$ cat src/nfc_cfg.svh
/*
  offsets, field positions, reset values and codes of the flash controller
  configuration and interrupt-enable registers.
  assumes byte offsets on the peripheral register port, one word per register.
*/
// Overview of operation
// - cache_off bit 18 disables read cache
// - fast_miss_policy adds no miss wait states
// - low-power policy adds one wait per miss
// - deterministic policy: hit and miss equal; 0x3 reserved
// - sleep policy 0x0/0x1 enters low power; 0x3 off
// - wake_on_first_access leaves low power on access
// - wake_with_system leaves low power when sleep ends
// - auto page write on last buffer word
// - manual_page_write blocks auto write; software commands
// - read_wait_count bits 4:1 sets read waits
// - read_wait_count resets to zero
// - reserved bits read zero, writes ignored
// - page_size_code bits 18:16 read only
// - page_count bits 15:0 read only
// - irq_enable_clear write one clears enable
// - irq_enable_set write one sets enable
// - both enable registers share state, reset zero
// - error flag sticky on faults, write-one clears
// - ready flag follows controller readiness
`ifndef NFC_CFG_SVH
`define NFC_CFG_SVH
`define NFC_OFF_CTRL_TWO 8'h04
`define NFC_OFF_PARAMS 8'h08
`define NFC_OFF_IRQ_CLR 8'h0c
`define NFC_OFF_IRQ_SET 8'h10
`define NFC_OFF_IRQ_FLAGS 8'h14
`define NFC_POS_CACHE_OFF 18
`define NFC_POS_READ_POLICY 16
`define NFC_POS_SLEEP_POLICY 8
`define NFC_POS_MANUAL_WRITE 7
`define NFC_POS_WAIT_COUNT 1
`define NFC_POS_PAGE_SIZE 16
`define NFC_POS_ERROR 1
`define NFC_POS_READY 0
`define NFC_CTRL_TWO_MASK 32'h0007039e
`define NFC_IRQ_MASK 32'h00000003
`define NFC_RST_CTRL_TWO 32'h00000000
`define NFC_RST_IRQ_EN 2'h0
`define NFC_POLICY_FAST 2'h0
`define NFC_POLICY_LOW_POWER 2'h1
`define NFC_POLICY_DETERMINISTIC 2'h2
`define NFC_SLEEP_WAKE_ACCESS 2'h0
`define NFC_SLEEP_WAKE_SYSTEM 2'h1
`define NFC_SLEEP_DISABLED 2'h3
`define NFC_LOW_POWER_MISS_WAITS 5'h01
`endif

$ cat src/nfc_pkg.sv
/*
  types of the flash controller configuration block.
  assumes nfc_cfg.svh for every number except the fetch state codes.
*/
package nfc_pkg;

  typedef enum logic [1:0] {
    NFC_ST_IDLE = 2'b01,
    NFC_ST_WAIT = 2'b10
  } nfc_fetch_st_t;

  typedef struct packed {
    logic cache_off;
    logic [1:0] cache_read_policy;
    logic [1:0] sleep_power_policy;
    logic manual_page_write;
    logic [3:0] read_wait_count;
  } nfc_ctrl_t;

  typedef struct packed {
    nfc_ctrl_t ctrl;
    logic [1:0] irq_en;
    logic err_flag;
    logic prm;
    logic sleep_seen;
    nfc_fetch_st_t fetch_st;
    logic [4:0] wait_cnt;
    logic [31:0] rdata;
    logic irq;
    logic auto_write;
  } nfc_state_t;

endpackage

$ cat src/nfc_ctrl_regs.sv
/*
  flash controller configuration, parameter and interrupt-enable registers,
  read wait-state sequencer, sleep power reduction and auto page write start.
  assumes a single-cycle peripheral register port with byte enables, and that
  the command, status and array blocks supply fault pulses and readiness.
*/
`include "nfc_cfg.svh"

module nfc_ctrl_regs #(
  parameter logic [2:0] PAGE_SIZE_CODE = 3'h3,
  parameter logic [15:0] PAGE_COUNT = 16'h0100
) (
  input wire logic clk_in,
  input wire logic rst_b_in,
  input wire logic reg_sel_in,
  input wire logic reg_wr_in,
  input wire logic [7:0] reg_addr_in,
  input wire logic [3:0] reg_be_in,
  input wire logic [31:0] reg_wdata_in,
  output logic [31:0] reg_rdata_out,
  input wire logic fetch_req_in,
  input wire logic cache_hit_in,
  output logic fetch_done_out,
  output logic cache_off_out,
  output logic [1:0] cache_read_policy_out,
  output logic [3:0] read_wait_count_out,
  input wire logic sleep_in,
  input wire logic prm_set_cmd_in,
  input wire logic prm_clr_cmd_in,
  output logic low_power_out,
  input wire logic buf_load_in,
  input wire logic buf_last_word_in,
  output logic auto_page_write_out,
  output logic manual_page_write_out,
  input wire logic flash_ready_in,
  input wire logic controller_fault_in,
  input wire logic lock_violation_in,
  input wire logic programming_fault_in,
  output logic [1:0] irq_flags_out,
  output logic irq_out
);

  ////////////////////////////////////////////////////////////////////////////
  // helper functions

  // byte-lane write merge
  function automatic logic [31:0] nfc_merge(
    input logic [31:0] old_val,
    input logic [31:0] new_val,
    input logic [3:0] be,
    input logic [31:0] mask
  );
    logic [31:0] res;
    res = old_val;
    for (int i = 0; i < 4; i++) begin
      if (be[i]) begin
        res[i*8 +: 8] = new_val[i*8 +: 8];
      end
    end
    return res & mask;
  endfunction

  // write-one lane mask
  function automatic logic [1:0] nfc_w1(
    input logic [31:0] wdata,
    input logic [3:0] be
  );
    return be[0] ? wdata[1:0] : 2'h0;
  endfunction

  // wait states for one read
  function automatic logic [4:0] nfc_waits(
    input logic [1:0] policy,
    input logic hit,
    input logic [3:0] wait_set
  );
    logic [4:0] n;
    n = {1'b0, wait_set};
    if (hit) begin
      if (policy == `NFC_POLICY_DETERMINISTIC) begin
        n = {1'b0, wait_set};
      end else begin
        n = 5'h00;
      end
    end else if (policy == `NFC_POLICY_LOW_POWER) begin
      n = 5'({1'b0, wait_set} + `NFC_LOW_POWER_MISS_WAITS);
    end
    return n;
  endfunction

  // pack control register image
  function automatic logic [31:0] nfc_ctrl_word(input nfc_pkg::nfc_ctrl_t c);
    logic [31:0] w;
    w = 32'h00000000;
    w[`NFC_POS_CACHE_OFF] = c.cache_off;
    w[`NFC_POS_READ_POLICY +: 2] = c.cache_read_policy;
    w[`NFC_POS_SLEEP_POLICY +: 2] = c.sleep_power_policy;
    w[`NFC_POS_MANUAL_WRITE] = c.manual_page_write;
    w[`NFC_POS_WAIT_COUNT +: 4] = c.read_wait_count;
    return w;
  endfunction

  // unpack control register image
  function automatic nfc_pkg::nfc_ctrl_t nfc_ctrl_fields(input logic [31:0] w);
    nfc_pkg::nfc_ctrl_t c;
    c.cache_off = w[`NFC_POS_CACHE_OFF];
    c.cache_read_policy = w[`NFC_POS_READ_POLICY +: 2];
    c.sleep_power_policy = w[`NFC_POS_SLEEP_POLICY +: 2];
    c.manual_page_write = w[`NFC_POS_MANUAL_WRITE];
    c.read_wait_count = w[`NFC_POS_WAIT_COUNT +: 4];
    return c;
  endfunction

  // sleep policies that power down
  function automatic logic nfc_sleep_auto(input logic [1:0] policy);
    return policy == `NFC_SLEEP_WAKE_ACCESS || policy == `NFC_SLEEP_WAKE_SYSTEM;
  endfunction

  ////////////////////////////////////////////////////////////////////////////
  // state

  nfc_pkg::nfc_state_t state_q;
  nfc_pkg::nfc_state_t state_d;
  nfc_pkg::nfc_state_t state_rst;

  logic wr_strobe;
  logic rd_strobe;
  logic [31:0] ctrl_img;
  logic [31:0] ctrl_new;
  logic [1:0] w1_bits;
  logic hit_eff;
  logic [4:0] req_waits;
  logic fault_evt;
  logic [1:0] flags_now;
  logic wr_ctrl;
  logic wr_irq_clr;
  logic wr_irq_set;
  logic wr_flags;

  always_comb begin
    state_rst = '0;
    state_rst.ctrl = nfc_ctrl_fields(`NFC_RST_CTRL_TWO);
    state_rst.irq_en = `NFC_RST_IRQ_EN;
    state_rst.fetch_st = nfc_pkg::NFC_ST_IDLE;
  end

  assign wr_strobe = reg_sel_in & reg_wr_in;
  assign rd_strobe = reg_sel_in & ~reg_wr_in;
  assign wr_ctrl = wr_strobe && reg_addr_in == `NFC_OFF_CTRL_TWO;
  assign wr_irq_clr = wr_strobe && reg_addr_in == `NFC_OFF_IRQ_CLR;
  assign wr_irq_set = wr_strobe && reg_addr_in == `NFC_OFF_IRQ_SET;
  assign wr_flags = wr_strobe && reg_addr_in == `NFC_OFF_IRQ_FLAGS;
  assign ctrl_img = nfc_ctrl_word(state_q.ctrl);
  assign w1_bits = nfc_w1(reg_wdata_in, reg_be_in);
  assign hit_eff = cache_hit_in & ~state_q.ctrl.cache_off;
  assign req_waits = nfc_waits(state_q.ctrl.cache_read_policy, hit_eff,
                               state_q.ctrl.read_wait_count);
  assign fault_evt = controller_fault_in | lock_violation_in | programming_fault_in;
  assign flags_now = {state_q.err_flag, flash_ready_in};

  assign ctrl_new = nfc_merge(ctrl_img, reg_wdata_in, reg_be_in, `NFC_CTRL_TWO_MASK);

  ////////////////////////////////////////////////////////////////////////////
  // next state

  always_comb begin
    state_d = state_q;
    state_d.auto_write = 1'b0;
    fetch_done_out = 1'b0;

    // control register write
    if (wr_ctrl) begin
      state_d.ctrl = nfc_ctrl_fields(ctrl_new);
    end

    if (wr_irq_clr) begin
      state_d.irq_en = state_q.irq_en & ~w1_bits;
    end

    if (wr_irq_set) begin
      state_d.irq_en = state_q.irq_en | w1_bits;
    end

    if (wr_flags && w1_bits[`NFC_POS_ERROR]) begin
      state_d.err_flag = 1'b0;
    end
    if (fault_evt) begin
      state_d.err_flag = 1'b1;
    end

    // read wait sequencer
    case (state_q.fetch_st)
      nfc_pkg::NFC_ST_IDLE: begin
        if (fetch_req_in) begin
          if (req_waits == 5'h00) begin
            fetch_done_out = 1'b1;
          end else begin
            state_d.wait_cnt = 5'(req_waits - 5'h01);
            state_d.fetch_st = nfc_pkg::NFC_ST_WAIT;
          end
        end
      end
      nfc_pkg::NFC_ST_WAIT: begin
        if (state_q.wait_cnt == 5'h00) begin
          fetch_done_out = 1'b1;
          state_d.fetch_st = nfc_pkg::NFC_ST_IDLE;
        end else begin
          state_d.wait_cnt = 5'(state_q.wait_cnt - 5'h01);
        end
      end
      default: begin
        state_d.fetch_st = nfc_pkg::NFC_ST_IDLE;
        state_d.wait_cnt = 5'h00;
      end
    endcase

    // sleep power reduction
    state_d.sleep_seen = sleep_in;
    if (prm_clr_cmd_in) begin
      state_d.prm = 1'b0;
    end
    if (fetch_req_in && state_q.ctrl.sleep_power_policy == `NFC_SLEEP_WAKE_ACCESS) begin
      state_d.prm = 1'b0;
    end
    if (!sleep_in && state_q.sleep_seen &&
        state_q.ctrl.sleep_power_policy == `NFC_SLEEP_WAKE_SYSTEM) begin
      state_d.prm = 1'b0;
    end
    if (sleep_in && !state_q.sleep_seen &&
        nfc_sleep_auto(state_q.ctrl.sleep_power_policy)) begin
      state_d.prm = 1'b1;
    end
    if (prm_set_cmd_in) begin
      state_d.prm = 1'b1;
    end

    if (buf_load_in && buf_last_word_in && !state_q.ctrl.manual_page_write) begin
      state_d.auto_write = 1'b1;
    end

    state_d.irq = |({state_d.err_flag, flash_ready_in} & state_d.irq_en);

    // register read data
    if (rd_strobe) begin
      case (reg_addr_in)
        `NFC_OFF_CTRL_TWO: begin
          state_d.rdata = ctrl_img;
        end
        `NFC_OFF_PARAMS: begin
          state_d.rdata = {13'h0000, PAGE_SIZE_CODE, PAGE_COUNT};
        end
        `NFC_OFF_IRQ_CLR, `NFC_OFF_IRQ_SET: begin
          state_d.rdata = {30'h00000000, state_q.irq_en};
        end
        `NFC_OFF_IRQ_FLAGS: begin
          state_d.rdata = {30'h00000000, flags_now};
        end
        default: begin
          state_d.rdata = 32'h00000000;
        end
      endcase
    end
  end

  ////////////////////////////////////////////////////////////////////////////
  // registers

  always_ff @(posedge clk_in) begin
    if (!rst_b_in) begin
      state_q <= state_rst;
    end else begin
      state_q <= state_d;
    end
  end

  ////////////////////////////////////////////////////////////////////////////
  // outputs

  assign reg_rdata_out = state_q.rdata;
  assign cache_off_out = state_q.ctrl.cache_off;
  assign cache_read_policy_out = state_q.ctrl.cache_read_policy;
  assign read_wait_count_out = state_q.ctrl.read_wait_count;
  assign low_power_out = state_q.prm;
  assign auto_page_write_out = state_q.auto_write;
  assign manual_page_write_out = state_q.ctrl.manual_page_write;
  assign irq_flags_out = {state_q.err_flag, flash_ready_in};
  assign irq_out = state_q.irq;

endmodule

$ cat config.mk
export PLATFORM = sky130hd
export DESIGN_NAME = nfc_ctrl_regs
export DESIGN_NICKNAME = d
export VERILOG_FILES = /design/src/nfc_pkg.sv /design/src/nfc_ctrl_regs.sv
export VERILOG_INCLUDE_DIRS = /design/src
export SDC_FILE = /design/constraint.sdc
export NUM_CORES = 1
export LEC_CHECK = 0
export ABC_AREA = 0
export BUFFER_PORTS_ARGS = -buffer_cell sky130_fd_sc_hd__buf_4
export CAP_MARGIN = 20
export CORE_MARGIN = 2
export CORE_UTILIZATION = 43
export CTS_BUF_LIST = sky130_fd_sc_hd__clkbuf_16
export CTS_CLUSTER_DIAMETER = 50
export DETAILED_ROUTE_END_ITERATION = 12
export PLACE_DENSITY = 0.85
export REMOVE_ABC_BUFFERS = 1
export SLEW_MARGIN = 20
export SYNTH_ARGS = -nofsm -noshare
export SYNTH_HDL_FRONTEND = slang
export SYNTH_SLANG_ARGS = --single-unit
$ cat constraint.sdc
create_clock -name clk_in -period 2.1 [get_ports clk_in]
set_input_delay 0.21 -clock clk_in [delete_from_list [all_inputs] [get_ports clk_in]]
set_output_delay 0.21 -clock clk_in [all_outputs]
set_load 0.01 [all_outputs]
==> impl_metrics.ini <==
[worst_setup_path]
crit_fanout = 3
end_kind = primary output
crit_required_ps = 1890
crit_arrival_ps = 1930
critPathLaunchType = register
path_class = register to primary output
r2r_cells = 8

[die]
coreArea_mm2 = 0.00511
die-area_mm2 = 0.00591
dieHeight_um = 76.9
rows = 26
pin_count = 105
chipWidth_um = 76.9
initial_utilization_pct = 44.7

[timing]
fin_ws_ps = -37.7
fin_skew_ps = 4.37
clock.fmax_mhz = 468
tns_ps = -37.7
fin_crit_ps = 2140
hold_slack_ps = 157
finalHoldViolations = 0
fin_crit_sh_pct = 102
rsz0062_at_grt = yes
final_max_slew_viol_count = 0
setup_viol = 1

[synth]
yosysUniqueCellTypes = 55
ys_warn_count = 0
synth_compound_area_share_pct = 21.1
synth_area_leaders = dfxtp_1, buf_4, a21oi_1
synth-simple-area-share_pct = 26.8
ys_ff_latch = 35
ys_seq_area_share_pct = 30.7
synth_mux_area_share_pct = 0.438
async_flop_share_pct = 0
synth_top_family_by_area = simple AND/OR/NAND/NOR gates
synth_edf_count = 0
synth_top_area_cell = dfxtp_1
synth-xor-area-share_pct = 0.767
synth_common_cells = buf_4, dfxtp_1, a21oi_1, nand2_1, nand3_1
synth_most_common_cell = buf_4
yosysTopAreaCellShare_pct = 30.7
synth_area_mm2 = 0.00228
syn_inst = 298
syn_area_per_cell_um2 = 7.67
synthAdderAreaFrac_pct = 3.18
ys.flop_type = dfxtp_1

[cells_and_area]
fin_util_pct = 57.9
syn2layout_area_growth_pct = 29.5
fin_nets = 422
n_antenna_cell = 0
fillCellCount = 478
final_area_mm2 = 0.00296
drive_above_1_share_pct = 32.0

[pwr]
power_density_mw_per_mm2 = 625
p_leak_nw = 1.27
p_sw_mw = 0.527
peakVddDrop_mv = 0.548
netSwitchingFraction_pct = 28.5
p_clk_share_pct = 37.4
seqPwrFrac_pct = 39.4
intPower_mw = 1.32
p_comb_share_pct = 23.2

[clocking]
clock_sinks = 35
cts_htree_levels = 2
clk_root_buffer_cell = clkbuf_16
clockBufferDepth = 2
cts_tree = yes
clk_latency_ps = 280
numCtsBuffers = 5
cts.clk_slew.worst_paths_ps = 50
ctsHoldBuffers = 0

[global_routing]
grt_max_degree = 20
first_global_vias = 2141
grt_first_pass_wirelength_um = 9470
antenna_found_initial = 0
grt_usage_pct = 19.6
grt-ovfl-total = 0

[detailed_routing]
viasPerCell = 5.55
remaining_drc_errors = 0
drtPass1Iterations = 4
drtAntennaViolNets = 0
wl_per_cell_um = 14.0
vias = 2380
drt-initial-drc-count = 170
wirelength_um = 6030

[placed_design]
place_area_mm2 = 0.00272
post-place-ws_ps = -5.62
hpwl_um = 4370
place.gp.congestion = 0.931
port_buffers = 61

[hold_path]
hold_class = input port to register
hold_depth = 3

[status]
violations = setup timing
status = finished, violations left

[job]
drv_cap = 0
-- cells in the final DEF, fill, tap and decap left out, types with 2 or more instances in the layout --
cell and instances:
nand4_1 4, or4_1 3, clkinv_1 3, a31oi_1 3
buf_4 85, o21a_1 2, or2_1 2, and2_1 2
nor2b_2 2, clkbuf_16 5, inv_1 9, o21ai_0 8
o21ai_1 3, nand3b_1 3, nand2_1 32, dfxtp_2 4
and3_1 3, ha_1 4, nor2_1 14, o41ai_2 2
a21oi_1 31, nor3_1 6, o31ai_1 2, nand2b_1 8
nor3b_1 2, a221oi_1 2, nand4b_1 2, dfxtp_1 31
a211oi_2 2, a21oi_2 2, nor2b_1 4, conb_1 21
nand3_1 19
-- metrics by stage --
step	total power, mW	std cells
after floorplan	0.959	265
after global placement	1.11	417
after detailed placement	1.12	417
after CTS	1.83	427
after global routing	1.93	429
final	1.85	429
-- worst paths after layout --
path | slack, ps | startpoint | end
worst max-delay path | -40 | cache_read_policy_out[1] | fetch_done_out
worst min-delay path | 160 | prm_set_cmd_in | low_power_out
worst max register to register | 110 | cache_read_policy_out[1] | state_q[36]
worst min register to register | 460 | reg_rdata_out[4] | reg_rdata_out[4]
-- worst max-delay path: stages (launching register included) --
cell and delay [ps]:
dfxtp_2 320, or3b_4 400, a32o_2 270, a32oi_2 190, and2_4 190, nand2_2 50
a21oi_2 110, buf_4 130
-- final cells by class --
type | instances | area (um^2) | area share, %
Multi-Input combinational cell | 221 | 1350 | 45.5
Inverter | 9 | 33.8 | 1.14
Clock buffer | 5 | 125 | 4.23
Clock inverter | 3 | 11.3 | 0.381
Sequential cell | 35 | 706 | 23.9
Tap cell | 70 | 87.6 | 2.96
Timing Repair Buffer | 86 | 649 | 22.0
-- cells by family (layout without fill, tap and decap cells) --
group / Yosys count / in the layout
multiplexers: 1 / 1
AND/OR/NAND/NOR: 117 / 117
other: 1 / 21
flip-flops: 35 / 35
adder cells (fa/ha/maj): 6 / 6
buffers and inverters: 62 / 103
XOR/XNOR: 2 / 2
AO/OA/AOI/OAI: 74 / 74
-- flip-flops by register name, summed over array words and instances (netlist names) --
name	flops
cache_off_out	1
reg_rdata_out	11
cache_read_policy_out	2
ctrl_img	2
state_q	10
irq_flags_out	1
low_power_out	1
manual_page_write_out	1
auto_page_write_out	1
read_wait_count_out	4
irq_out	1
-- routing by layer --
metal / up-vias / wire length (um) / track usage, %
met5: - / 0 / 0
li1: 1123 / - / -
met3: 16 / 412 / 3.88
met1: 1135 / 2370 / 21.9
met4: 0 / 138 / 8.91
met2: 106 / 3100 / 35.4
-- power by group through the flow --
stage	Combinational [mW]	Clock, mW	Sequential [mW]
CTS	0.413	0.694	0.727
global placement	0.368	0	0.741
finish	0.428	0.691	0.728
global route	0.471	0.724	0.732
floorplan	0.222	0	0.737
detailed placement	0.376	0	0.741
-- repair_timing --
item                       CTS  global route
pin swaps                    6             4
cloned                       0             0
resized for setup           12            10
buffers inserted             2             2
setup endpoints to repair    1             6
Power figures use the tool's default switching activity.
